===== src/hdl/ifod_pkg_scale.sv =====
// Shared package for the instruction operand decoder, and its displacement extend-and-scale unit.
`timescale 1ns/1ps
`default_nettype none

package ifod_pkg;
    // Field positions inside the 16-bit instruction word.
    localparam int IFOD_HI_REG_LSB = 8;
    localparam int IFOD_MID_REG_LSB = 4;
    localparam int IFOD_LO_NIB_LSB = 0;
    localparam int IFOD_NIB_W = 4;
    localparam int IFOD_BYTE_W = 8;
    localparam int IFOD_D12_W = 12;
    localparam int IFOD_DATA_W = 32;
    // Operand size codes.
    localparam logic [1:0] IFOD_SZ_BYTE = 2'h0;
    localparam logic [1:0] IFOD_SZ_WORD = 2'h1;
    localparam logic [1:0] IFOD_SZ_LONG = 2'h2;
    // Left shift applied to the trap immediate, a multiplier of four.
    localparam logic [1:0] IFOD_TRAP_SHIFT = 2'h2;
    // Reset values and the index register number.
    localparam logic [31:0] IFOD_WORD_RST = 32'h0000_0000;
    localparam logic [3:0] IFOD_SEL_RST = 4'h0;
    localparam logic [3:0] IFOD_INDEX_REG = 4'h0;

    typedef enum logic [3:0] {
        IFOD_FMT_ZERO, IFOD_FMT_N, IFOD_FMT_M, IFOD_FMT_NM, IFOD_FMT_MD, IFOD_FMT_ND4,
        IFOD_FMT_NMD, IFOD_FMT_D, IFOD_FMT_D12, IFOD_FMT_ND8, IFOD_FMT_I, IFOD_FMT_NI
    } ifod_fmt_type;

    typedef enum logic [3:0] {
        IFOD_EA_NONE, IFOD_EA_REG_IND, IFOD_EA_POSTINC, IFOD_EA_PREDEC, IFOD_EA_DISP_REG,
        IFOD_EA_INDEXED, IFOD_EA_GBR_DISP, IFOD_EA_GBR_IDX, IFOD_EA_PC_DISP, IFOD_EA_PC_REG,
        IFOD_EA_PC_BRANCH, IFOD_EA_MAC
    } ifod_ea_type;

    typedef enum logic [1:0] {
        IFOD_IMM_ZERO, IFOD_IMM_SIGN, IFOD_IMM_TRAP
    } ifod_imm_type;

    // Byte step of one operand, used by post-increment and pre-decrement.
    function automatic logic [31:0] ifod_size_step(input logic [1:0] size);
        logic [31:0] step;
        step = 32'h0000_0001;
        if (size == IFOD_SZ_WORD)
        begin
            step = 32'h0000_0002;
        end
        else if (size == IFOD_SZ_LONG)
        begin
            step = 32'h0000_0004;
        end
        return step;
    endfunction : ifod_size_step
endpackage : ifod_pkg

// Extends a raw displacement (zero or sign) and scales it by the operand size.
module ifod_disp_scale
    import ifod_pkg::*;
(
    input wire logic [11:0] disp_raw,
    input wire logic is_long_field,
    input wire logic sign_ext,
    input wire logic [1:0] size,
    output logic [31:0] disp_scaled
);
    logic sign_bit;
    logic [31:0] disp_ext;

    // Sign bit sits at bit 11 for the long branch field, bit 7 otherwise.
    assign sign_bit = sign_ext & (is_long_field ? disp_raw[11] : disp_raw[7]);
    assign disp_ext = is_long_field ? {{20{sign_bit}}, disp_raw} : {{24{sign_bit}}, disp_raw[7:0]};
    // Scaling is a shift, so a size of three is treated as longword.
    assign disp_scaled = (size == IFOD_SZ_BYTE) ? disp_ext :
                         (size == IFOD_SZ_WORD) ? {disp_ext[30:0], 1'b0} : {disp_ext[29:0], 2'b00};
endmodule : ifod_disp_scale

`default_nettype wire


===== src/hdl/ifod_decoder.sv =====
// Top-level instruction format and operand decoder with effective address forming.
`timescale 1ns/1ps
`default_nettype none

module ifod_decoder
    import ifod_pkg::*;
(
    input wire logic ref_clk,
    input wire logic rst_b,
    input wire logic clk_en,
    input wire logic insn_valid,
    input wire logic [15:0] insn_word,
    input wire ifod_fmt_type insn_fmt,
    input wire ifod_ea_type ea_mode,
    input wire ifod_imm_type imm_kind,
    input wire logic [1:0] op_size,
    input wire logic ea_on_src,
    input wire logic [31:0] pc_value,
    input wire logic [31:0] source_register_value,
    input wire logic [31:0] dest_register_value,
    input wire logic [31:0] index_register_zero_value,
    input wire logic [31:0] global_base_pointer_value,
    output logic dec_valid_q,
    output logic [15:0] opcode_bits_q,
    output logic [3:0] source_register_q,
    output logic [3:0] dest_register_q,
    output logic [31:0] imm_value_q,
    output logic [31:0] eff_addr_q,
    output logic [31:0] eff_addr2_q,
    output logic [31:0] src_ptr_next_q,
    output logic [31:0] dst_ptr_next_q,
    output logic src_ptr_wb_q,
    output logic dst_ptr_wb_q,
    output logic accum_dest_q
);
    logic rst_sync1_q;
    logic rst_n_q;
    logic has_hi_reg;
    logic has_mid_reg;
    logic hi_is_src;
    logic mid_is_src;
    logic [3:0] hi_field;
    logic [3:0] mid_field;
    logic [3:0] src_sel_d;
    logic [3:0] dst_sel_d;
    logic [15:0] opcode_mask;
    logic [11:0] disp_raw;
    logic disp_long;
    logic disp_sign;
    logic [1:0] disp_size;
    logic [31:0] disp_scaled;
    logic [31:0] step;
    logic [31:0] base;
    logic [31:0] imm_d;
    logic [31:0] ea_d;
    logic [31:0] ea2_d;
    logic [31:0] src_next_d;
    logic [31:0] dst_next_d;
    logic src_wb_d;
    logic dst_wb_d;
    logic chk_en;

    // Reset is released through two flops so the release is clean against ref_clk.
    always_ff @(posedge ref_clk or negedge rst_b)
    begin
        if (!rst_b)
        begin
            rst_sync1_q <= 1'b0;
            rst_n_q <= 1'b0;
        end
        else
        begin
            rst_sync1_q <= 1'b1;
            rst_n_q <= rst_sync1_q;
        end
    end

    // Field roles per format; formats without a field leave its selector at register zero.
    assign hi_field = insn_word[IFOD_HI_REG_LSB +: IFOD_NIB_W];
    assign mid_field = insn_word[IFOD_MID_REG_LSB +: IFOD_NIB_W];
    assign has_hi_reg = (insn_fmt == IFOD_FMT_N) || (insn_fmt == IFOD_FMT_M) || (insn_fmt == IFOD_FMT_NM) ||
                        (insn_fmt == IFOD_FMT_NMD) || (insn_fmt == IFOD_FMT_ND8) || (insn_fmt == IFOD_FMT_NI);
    assign has_mid_reg = (insn_fmt == IFOD_FMT_NM) || (insn_fmt == IFOD_FMT_NMD) ||
                         (insn_fmt == IFOD_FMT_MD) || (insn_fmt == IFOD_FMT_ND4);
    assign hi_is_src = (insn_fmt == IFOD_FMT_M);
    assign mid_is_src = (insn_fmt != IFOD_FMT_ND4);
    assign src_sel_d = (has_hi_reg && hi_is_src) ? hi_field : (has_mid_reg && mid_is_src) ? mid_field : IFOD_INDEX_REG;
    assign dst_sel_d = (has_hi_reg && !hi_is_src) ? hi_field :
                       (has_mid_reg && !mid_is_src) ? mid_field : IFOD_INDEX_REG;

    // Opcode mask keeps only the opcode bits of the word.
    assign opcode_mask = (insn_fmt == IFOD_FMT_ZERO) ? 16'hffff :
                         (insn_fmt == IFOD_FMT_N || insn_fmt == IFOD_FMT_M) ? 16'hf0ff :
                         (insn_fmt == IFOD_FMT_NM) ? 16'hf00f :
                         (insn_fmt == IFOD_FMT_MD || insn_fmt == IFOD_FMT_ND4 ||
                          insn_fmt == IFOD_FMT_D || insn_fmt == IFOD_FMT_I) ? 16'hff00 : 16'hf000;

    // Displacement source: twelve bits for d12, a byte for d and nd8, a nibble otherwise.
    assign disp_long = (insn_fmt == IFOD_FMT_D12);
    assign disp_raw = disp_long ? insn_word[IFOD_D12_W-1:0] :
                      (insn_fmt == IFOD_FMT_D || insn_fmt == IFOD_FMT_ND8) ?
                      {4'h0, insn_word[IFOD_BYTE_W-1:0]} : {8'h00, insn_word[IFOD_LO_NIB_LSB +: IFOD_NIB_W]};
    // Branch offsets count instructions, so they are signed and scaled as words.
    assign disp_sign = (ea_mode == IFOD_EA_PC_BRANCH);
    assign disp_size = disp_sign ? IFOD_SZ_WORD : op_size;

    ifod_disp_scale u_scale (
        .disp_raw(disp_raw),
        .is_long_field(disp_long),
        .sign_ext(disp_sign),
        .size(disp_size),
        .disp_scaled(disp_scaled)
    );

    // Immediate extension chosen by the opcode class.
    assign imm_d = (imm_kind == IFOD_IMM_SIGN) ? {{24{insn_word[7]}}, insn_word[7:0]} :
                   (imm_kind == IFOD_IMM_TRAP) ? ({24'h000000, insn_word[7:0]} << IFOD_TRAP_SHIFT) :
                   {24'h000000, insn_word[7:0]};

    assign step = ifod_size_step(op_size);
    assign base = ea_on_src ? source_register_value : dest_register_value;

    // Effective address per mode; pointer write-backs go to the register that supplied the base.
    always_comb
    begin
        ea_d = IFOD_WORD_RST;
        ea2_d = IFOD_WORD_RST;
        src_next_d = source_register_value;
        dst_next_d = dest_register_value;
        src_wb_d = 1'b0;
        dst_wb_d = 1'b0;
        case (ea_mode)
            IFOD_EA_REG_IND: ea_d = base;
            IFOD_EA_POSTINC:
            begin
                ea_d = base;
                src_next_d = source_register_value + step;
                dst_next_d = dest_register_value + step;
                src_wb_d = ea_on_src;
                dst_wb_d = !ea_on_src;
            end
            IFOD_EA_PREDEC:
            begin
                ea_d = base - step;
                src_next_d = source_register_value - step;
                dst_next_d = dest_register_value - step;
                src_wb_d = ea_on_src;
                dst_wb_d = !ea_on_src;
            end
            IFOD_EA_DISP_REG: ea_d = base + disp_scaled;
            IFOD_EA_INDEXED: ea_d = base + index_register_zero_value;
            IFOD_EA_GBR_DISP: ea_d = global_base_pointer_value + disp_scaled;
            IFOD_EA_GBR_IDX: ea_d = global_base_pointer_value + index_register_zero_value;
            IFOD_EA_PC_DISP: ea_d = pc_value + disp_scaled;
            IFOD_EA_PC_REG: ea_d = pc_value + source_register_value;
            IFOD_EA_PC_BRANCH: ea_d = pc_value + disp_scaled;
            IFOD_EA_MAC:
            begin
                ea_d = source_register_value;
                ea2_d = dest_register_value;
                src_next_d = source_register_value + step;
                dst_next_d = dest_register_value + step;
                src_wb_d = 1'b1;
                dst_wb_d = 1'b1;
            end
            default: ea_d = IFOD_WORD_RST;
        endcase
    end

    // Single output stage; clk_en freezes everything.
    always_ff @(posedge ref_clk or negedge rst_n_q)
    begin
        if (!rst_n_q)
        begin
            dec_valid_q <= 1'b0;
            opcode_bits_q <= 16'h0000;
            source_register_q <= IFOD_SEL_RST;
            dest_register_q <= IFOD_SEL_RST;
            imm_value_q <= IFOD_WORD_RST;
            eff_addr_q <= IFOD_WORD_RST;
            eff_addr2_q <= IFOD_WORD_RST;
            src_ptr_next_q <= IFOD_WORD_RST;
            dst_ptr_next_q <= IFOD_WORD_RST;
            src_ptr_wb_q <= 1'b0;
            dst_ptr_wb_q <= 1'b0;
            accum_dest_q <= 1'b0;
        end
        else if (clk_en)
        begin
            dec_valid_q <= insn_valid;
            opcode_bits_q <= insn_word & opcode_mask;
            source_register_q <= src_sel_d;
            dest_register_q <= dst_sel_d;
            imm_value_q <= imm_d;
            eff_addr_q <= ea_d;
            eff_addr2_q <= ea2_d;
            src_ptr_next_q <= src_next_d;
            dst_ptr_next_q <= dst_next_d;
            src_ptr_wb_q <= insn_valid & src_wb_d;
            dst_ptr_wb_q <= insn_valid & dst_wb_d;
            accum_dest_q <= insn_valid & (ea_mode == IFOD_EA_MAC);
        end
    end

    // Checks tie registered outputs other than opcode_bits_q, eff_addr2_q, src_ptr_next_q and dec_valid_q to the inputs of the previous enabled cycle.
    // The reset-release edge loads nothing even with the enable high, so it never arms a check.
    assign chk_en = clk_en & rst_n_q;
    property p_pc_reg;
        @(posedge ref_clk) disable iff (!rst_n_q)
        (chk_en && ea_mode == IFOD_EA_PC_REG) |=> (eff_addr_q == $past(pc_value) + $past(source_register_value));
    endproperty
    a_pc_reg: assert property (p_pc_reg) else $error("PC plus register address wrong.");

    property p_imm_zero;
        @(posedge ref_clk) disable iff (!rst_n_q)
        (chk_en && imm_kind == IFOD_IMM_ZERO) |=> (imm_value_q == {24'h000000, $past(insn_word[7:0])});
    endproperty
    a_imm_zero: assert property (p_imm_zero) else $error("Zero-extended immediate wrong.");

    property p_imm_sign;
        @(posedge ref_clk) disable iff (!rst_n_q)
        (chk_en && imm_kind == IFOD_IMM_SIGN) |=> (imm_value_q == {{24{$past(insn_word[7])}}, $past(insn_word[7:0])});
    endproperty
    a_imm_sign: assert property (p_imm_sign) else $error("Sign-extended immediate wrong.");

    property p_imm_trap;
        @(posedge ref_clk) disable iff (!rst_n_q)
        (chk_en && imm_kind == IFOD_IMM_TRAP) |=> (imm_value_q == {22'h000000, $past(insn_word[7:0]), 2'b00});
    endproperty
    a_imm_trap: assert property (p_imm_trap) else $error("Trap vector offset wrong.");

    property p_gbr_long;
        @(posedge ref_clk) disable iff (!rst_n_q)
        (chk_en && ea_mode == IFOD_EA_GBR_DISP && op_size == IFOD_SZ_LONG && insn_fmt == IFOD_FMT_D)
        |=> (eff_addr_q == $past(global_base_pointer_value) + {22'h000000, $past(insn_word[7:0]), 2'b00});
    endproperty
    a_gbr_long: assert property (p_gbr_long) else $error("Global-base longword address wrong.");

    property p_md_fields;
        @(posedge ref_clk) disable iff (!rst_n_q)
        (chk_en && insn_fmt == IFOD_FMT_MD) |=> source_register_q == $past(insn_word[7:4]) && dest_register_q == 4'h0;
    endproperty
    a_md_fields: assert property (p_md_fields) else $error("md field split wrong.");

    property p_nd4_fields;
        @(posedge ref_clk) disable iff (!rst_n_q)
        (chk_en && insn_fmt == IFOD_FMT_ND4)
        |=> (dest_register_q == $past(insn_word[7:4]) && source_register_q == 4'h0);
    endproperty
    a_nd4_fields: assert property (p_nd4_fields) else $error("nd4 field split wrong.");

    property p_predec;
        @(posedge ref_clk) disable iff (!rst_n_q)
        (chk_en && insn_valid && ea_mode == IFOD_EA_PREDEC && !ea_on_src && op_size == IFOD_SZ_WORD)
        |=> (eff_addr_q == $past(dest_register_value) - 32'h0000_0002 && dst_ptr_wb_q && dst_ptr_next_q == eff_addr_q);
    endproperty
    a_predec: assert property (p_predec) else $error("Pre-decrement address wrong.");

    property p_mac;
        @(posedge ref_clk) disable iff (!rst_n_q)
        (chk_en && insn_valid && ea_mode == IFOD_EA_MAC) |=> (accum_dest_q && src_ptr_wb_q && dst_ptr_wb_q);
    endproperty
    a_mac: assert property (p_mac) else $error("Multiply-accumulate pointers not both updated.");

    property p_freeze;
        @(posedge ref_clk) disable iff (!rst_n_q)
        !clk_en |=> $stable(eff_addr_q) && $stable(dec_valid_q);
    endproperty
    a_freeze: assert property (p_freeze) else $error("State changed while clock enable low.");
endmodule : ifod_decoder

`default_nettype wire


===== config.mk =====
export PLATFORM = sky130hd
export DESIGN_NAME = ifod_decoder
export DESIGN_NICKNAME = d
export VERILOG_FILES = /design/src/hdl/ifod_pkg_scale.sv /design/src/hdl/ifod_decoder.sv
export SDC_FILE = /design/constraint.sdc
export NUM_CORES = 1
export LEC_CHECK = 0
export ABC_AREA = 1
export BUFFER_PORTS_ARGS = -buffer_cell sky130_fd_sc_hd__buf_4
export CORE_MARGIN = 2
export CORE_UTILIZATION = 50
export CTS_BUF_LIST = sky130_fd_sc_hd__clkbuf_8
export DETAILED_ROUTE_END_ITERATION = 8
export HOLD_SLACK_MARGIN = 0.12
export PLACE_DENSITY = 0.74
export REMOVE_ABC_BUFFERS = 1
export SETUP_SLACK_MARGIN = 0.02
export SLEW_MARGIN = 20
export SYNTH_ARGS = -nofsm -noshare
export SYNTH_HDL_FRONTEND = slang
export SYNTH_HIERARCHICAL = 1
export SYNTH_SLANG_ARGS = --single-unit
export TNS_END_PERCENT = 100

===== constraint.sdc =====
create_clock -name ref_clk -period 6.55 [get_ports ref_clk]
set_clock_uncertainty 0.15 [all_clocks]
set_input_delay 0.9825 -clock ref_clk [delete_from_list [all_inputs] [get_ports ref_clk]]
set_output_delay 0.9825 -clock ref_clk [all_outputs]
set_load 0.005 [all_outputs]

; ---- Word level (Yosys, flattened, before mapping)
; Cells that the tools add are included.
[totals]
out_inout_bits = 188
word_cells = 109
reg_bits = 190
input_bits = 193
[op_classes]
addsub = 11
n_bitwise = 5
n_reduce_logical = 25
n_mux = 26
n_eq_ne = 28
[ops]
columns = cell, count
row1 = $pmux 32 s9, 1
row2 = $add 32x32->32, 8
row3 = $pmux 32 s2, 2
row4 = $mux 32, 3
row5 = $sub 32x32->32, 3
row6 = $mux 12, 6
row7 = $eq 4x3->1 const B, 8
row8 = $eq 4x4->1 const B, 8
row9 = $mux 14, 2
row10 = $and 16x16->16, 1
row11 = $eq 4x2->1 const B, 4
row12 = $mux 4, 4
row13 = $logic_or 1x1->1, 12
row14 = $mux 10, 1
row15 = $eq 4x1->1 const B, 2
row16 = $mux 8, 1
row17 = $reduce_or 2->1, 4
row18 = $eq 2x1->1 const B, 3
row19 = $mux 3, 2
row20 = $and 1x1->1, 4
row21 = $eq 2x2->1 const B, 2
row22 = $logic_and 1x1->1, 4
row23 = $logic_not 4->1, 1
row24 = $ne 4x3->1 const B, 1
row25 = 5 further kinds, 8

; ---- Longest topological paths before layout
[depth]
depth_word = 11
ltp_mapped = 29

; ---- Hierarchy
; Netlist, hierarchy kept.
[by_module_without_submodules]
columns = mod, area_per_inst_um2, seq_area_each_um2, cells_each, n_inst
row1 = ifod_decoder, 22323.9, 4229.1, 3996, 1
row2 = ifod_disp_scale, 454.2, 0.0, 88, 1

; ---- Least setup slack after synthesis
; No wires, ideal clock.
[synth_timing]
path_kind = input-to-reg
from = in insn_fmt[2]
to = reg eff_addr_q[15]
setup_slack_ns = 2.116
path_stages = 24
t_arrival_ns = 4.168
path_buffers = 1
setup_time_ns = 0.117
cell_sequence = inv_1 nor2_1 inv_1 o21a_1 nor2_1 nand2_1 a21oi_1 buf_4 nor2_1 a21oi_1 ha_1 nand2_1 inv_1 nand2_1 inv_1 a21oi_1 nand2_1 or2_2 nand3_1 nand2_1 inv_1 nand2_1 nand2_1 nand2_1
[synth_between]
elab_chain_cells = 11
elab_cells_between_ends = 15
classes_between = 3 x add/sub / 3 x eq/ne / 7 x mux / 1 x bitwise / 1 x reduce/logical
[synth_lines]
columns = element, line_no
row1 = from (decl), ifod_decoder.sv:13  ; input wire ifod_fmt_type insn_fmt,
row2 = $eq 4x3->1 / $eq 4x4->1 (equally long branches), ifod_decoder.sv:101  ; (insn_fmt == IFOD_FMT_D || insn_fmt == IFOD_FMT_ND8) ?
row3 = $logic_or 1x1->1, ifod_decoder.sv:101
row4 = $mux 8, ifod_decoder.sv:101
row5 = $mux 12 (*), ifod_decoder.sv:100  ; assign disp_raw = disp_long ? insn_word[IFOD_D12_W-1:0] :
row6 = via disp_raw[7], ifod_decoder.sv:47  ; logic [11:0] disp_raw;
row7 = $mux 1 (*), ifod_pkg_scale.sv:70  ; assign sign_bit = sign_ext & (is_long_field ? disp_raw[11] : disp_raw[7]);
row8 = $and 1x1->1 (*), ifod_pkg_scale.sv:70
row9 = via u_scale.sign_bit, ifod_pkg_scale.sv:66  ; logic sign_bit;
row10 = $mux 12, ifod_pkg_scale.sv:71  ; assign disp_ext = is_long_field ? {{20{sign_bit}}, disp_raw} : {{24{sign_bit}}, disp_raw[7:0]};
row11 = $mux 14, ifod_pkg_scale.sv:74  ; (size == IFOD_SZ_WORD) ? {disp_ext[30:0], 1'b0} : {disp_ext[29:0], 2'b00};
row12 = $mux 14, ifod_pkg_scale.sv:73  ; assign disp_scaled = (size == IFOD_SZ_BYTE) ? disp_ext :
row13 = $add 32x32->32 (on tied branches), --
row14 = $pmux 32 s9 (*), ifod_decoder.sv:132  ; case (ea_mode)
row15 = to (signal assigned), ifod_decoder.sv:180  ; eff_addr_q <= IFOD_WORD_RST;
row16 = to (signal assigned), ifod_decoder.sv:195  ; eff_addr_q <= ea_d;
row17 = to (decl), ifod_decoder.sv:28  ; output logic [31:0] eff_addr_q,
; Mark *: on every way through the listed nets, which the timed path passes. The rest lies on a longest branch.
; A chain may end at the register's enable or synchronous reset.

; ---- Worst setup path in the final report
[layout_timing]
from = in ea_mode[2]
to = reg eff_addr_q[7]
[layout_between]
elab_chain_cells = 7
elab_cells_between_ends = 22
classes_between = 3 x add/sub / 12 x eq/ne / 4 x mux / 3 x reduce/logical
[layout_lines]
columns = element, line_no
row1 = from (decl), ifod_decoder.sv:14  ; input wire ifod_ea_type ea_mode,
row2 = $eq 4x4->1 (*), ifod_decoder.sv:104  ; assign disp_sign = (ea_mode == IFOD_EA_PC_BRANCH);
row3 = via disp_sign, ifod_decoder.sv:49  ; logic disp_sign;
row4 = $mux 2 (*), ifod_decoder.sv:105  ; assign disp_size = disp_sign ? IFOD_SZ_WORD : op_size;
row5 = via disp_size[1], ifod_decoder.sv:50  ; logic [1:0] disp_size;
row6 = $eq 2x1->1, ifod_pkg_scale.sv:74
row7 = $mux 14, ifod_pkg_scale.sv:74
row8 = $mux 14 (*), ifod_pkg_scale.sv:73
row9 = via disp_scaled[1], ifod_decoder.sv:51  ; logic [31:0] disp_scaled;
row10 = $add 32x32->32 (on tied branches), --
row11 = $pmux 32 s9 (*), ifod_decoder.sv:132
; Marked as above.

==> flow_summary.toml <==
[logic_synthesis]
synth_seq_cells = 169
synthFlopType = "dfrtp_1"
synth_cells = 4084
synth_area_leaders = "nand2_1 26%, dfrtp_1 19%, inv_1 9.5%, ha_1 9.3%, nor2_1 6.2%"
yosys.area.top_type = "nand2_1"
synth_common_cells = "1569 x nand2_1, 577 x inv_1, 374 x nor2_1"
synth.most_common_cell = "nand2_1"
synth-edff-count = 0
yosys.area.top_type_share_pct = 25.86
async_flop_share_pct = 100.0
synth-seq-area-share_pct = 18.57
syn-cell-area_um2 = 22780
yosys_warnings = 6
ys_types = 50
syn_avg_cell_area_um2 = 5.577

[critical_path]
crit_top_cell = "nand2_1"
critPathTopFamily = "simple AND/OR/NAND/NOR gates"
cpMaxStageDelayCell = "o21ai_0"
endpoint_kind = "flip-flop"
slowest_delay_ns = 0.55
worst-path-buf-inv = 3
start_kind = "input pin"
critical_path_class = "input pin to flip-flop"
cp_max_fo = 12
cp.required_ns = 6.86
cp_cell_sequence = "buf_4 -> nor2_1 -> nand2_1 -> inv_1 -> nor2_1 -> nor2_2 -> inv_1 -> o21ai_0 -> mux2_2 -> ha_1 -> nand3_1 -> nand3_1 -> nand2_1 -> nand2_1 -> o21ai_0 -> o2111ai_1 -> o21ai_0 -> nand2_1"
reg2reg_setup_slack_ns = 4.65
cp.arrival_ns = 5.27

[routing]
firstDrtPassIters = 6
wl_per_cell_um = 19.14
drc = 0
viasPerCell = 5.543
vias = 27590
drt_iter0_markers = 3201
wl_mm = 95.27
detail-route-antenna-nets = 0

[grt]
grt_usage_pct = 39.47
overflow = 0
grt_pass1_wl_mm = 141.9
grt_max_degree = 136
antenna_found_initial = 0
grt_pass1_vias = 24760

[place]
dpl-instance-area_um2 = 25780
dpl_worst_slack_ns = 1.272
post-dp-hpwl_mm = 78.12
gp_congestion = 1.098
io_buffers = 380

[clock_tree]
cts-root-buf = "clkbuf_8"
cts.sinks = 169
postCtsSetupRepairBufs = 0
htree_num_levels = 4
cts_buffers = 17
path_clk_slew_ns = 0.11
ctsLongestPathBuffers = 2
cts_resized = 0
tritoncts = "built"
clk_latency_ns = 0.57

[timing]
timing.final.crit_share_pct = 75.85
finalSetupTns_ns = 0
worst_pin_slew_ns = 1.132
timing.final.crit_period_ns = 4.968
hold_viol = 0
hold_ws_ns = 0.2048
max_freq_mhz = 201.3
report.final.slew_viol_count = 0
setup_viol = 0
rsz0062_at_grt = "false"
setup_slack_ns = 1.582
slew-limit-headroom_pct = 24.52

[floorplanning]
die_h_um = 217.4
die_w_um = 217.4
die_area_um2 = 47280
row_count = 78
core_um2 = 45190
initial_core_util_pct = 50.41
ios = 381

[pwr]
max-vdd-ir-drop_v = 0.0001787
pwr_density_cell_nw_per_um2 = 155.0
p_leak_nw = 14.78
finalPower_mw = 4.060

[finish]
fin_area_um2 = 26200
final_nets = 4731
drive_above_1_share_pct = 11.68
area_delta_synth_final_pct = 15.01

[run]
drv_cap = 0

[worst_hold_path]
hold_class = "flip-flop to flip-flop"

[run_status]
outcome = "completed"
## layout by cell type (no fill, tap or decap), types with 23 or more instances in the layout
cell and instances:
nand2_1 1567, inv_1 575, buf_4 393, nor2_1 373, nand3_1 258, o21ai_0 256, a21oi_1 239, ha_1 169
dfrtp_1 168, nand4_1 33, nor3_1 32, nand2_2 24, xor2_1 23
## registers in the layout, summed over array words and instances (netlist names)
signal,flops
src_ptr_next_q,32
dst_ptr_next_q,32
eff_addr_q,32
rst_sync1_q,1
src_ptr_wb_q,1
source_register_q,4
opcode_bits_q,16
eff_addr2_q,32
rst_n_q,1
dst_ptr_wb_q,1
dec_valid_q,1
dest_register_q,4
imm_value_q,11
accum_dest_q,1
## kinds of logic (layout without fill, tap and decap cells)
| family | after synthesis | after routing | synth area share (%) |
|---|---|---|---|
| AO/OA/AOI/OAI | 620 | 620 | 14.92 |
| XOR/XNOR | 40 | 40 | 1.538 |
| adder cells (fa/ha/maj) | 175 | 175 | 9.811 |
| buffers and inverters | 721 | 1013 | 12.94 |
| flip-flops | 169 | 169 | 18.57 |
| multiplexers | 1 | 1 | 0.04943 |
| other | 1 | 2 | 0.01646 |
| AND/OR/NAND/NOR | 2357 | 2357 | 42.15 |
## where the power goes
part | internal [mW] | switching [mW]
sequential | 1.15 | 0.0857
combinational | 0.712 | 1.27
clock | 0.323 | 0.520
total | 2.18 | 1.88
## path summary, 6_finish.rpt
kind / startpoint / endpoint / cells after the start
max: ea_mode[2] / eff_addr_q[7] / 18
min: rst_sync1_q / rst_n_q / 0
max reg2reg: rst_n_q / src_ptr_next_q[20] / 1
min reg2reg: rst_sync1_q / rst_n_q / 0
max in group asynchronous: rst_n_q / src_ptr_next_q[20] / 1
min in group asynchronous: rst_n_q / imm_value_q[9] / 0
## what timing repair did
item	4_1_cts	5_1_grt
setup endpoints to repair	0	0
hold endpoints to repair	2	0
hold buffers	1	0
## per-layer routing
metal	GRT usage, %	vias to the layer above	part of all wire, %
met5	0	-	0
met4	17.40	0	4.6
met3	6.485	181	9.6
met2	61.43	1314	43
met1	53.80	12610	43
li1	-	13480	-
## final cells by class
cell class              instances  area, µm²
inverters                     586       2205
clock buffers                  17      234.0
diodes                          1      2.502
flip-flops and latches        169       4233
well taps                     600      750.7
multi-input cells            3194      15620
fillers                      4912      18990
repair buffers                395       2980
clock inverters                15      175.2
## through the flow
| stage | util, % | std cells |
|---|---|---|
| 6_report | 57.98 | 4977 |
| 5_1_grt | 57.97 | 4976 |
| 4_1_cts | 57.97 | 4976 |
| 3_5_place_dp | 57.04 | 4943 |
| 3_3_place_gp | 57.04 | 4943 |
| 2_1_floorplan | - | 3949 |
(Power assumes the default switching activity.)
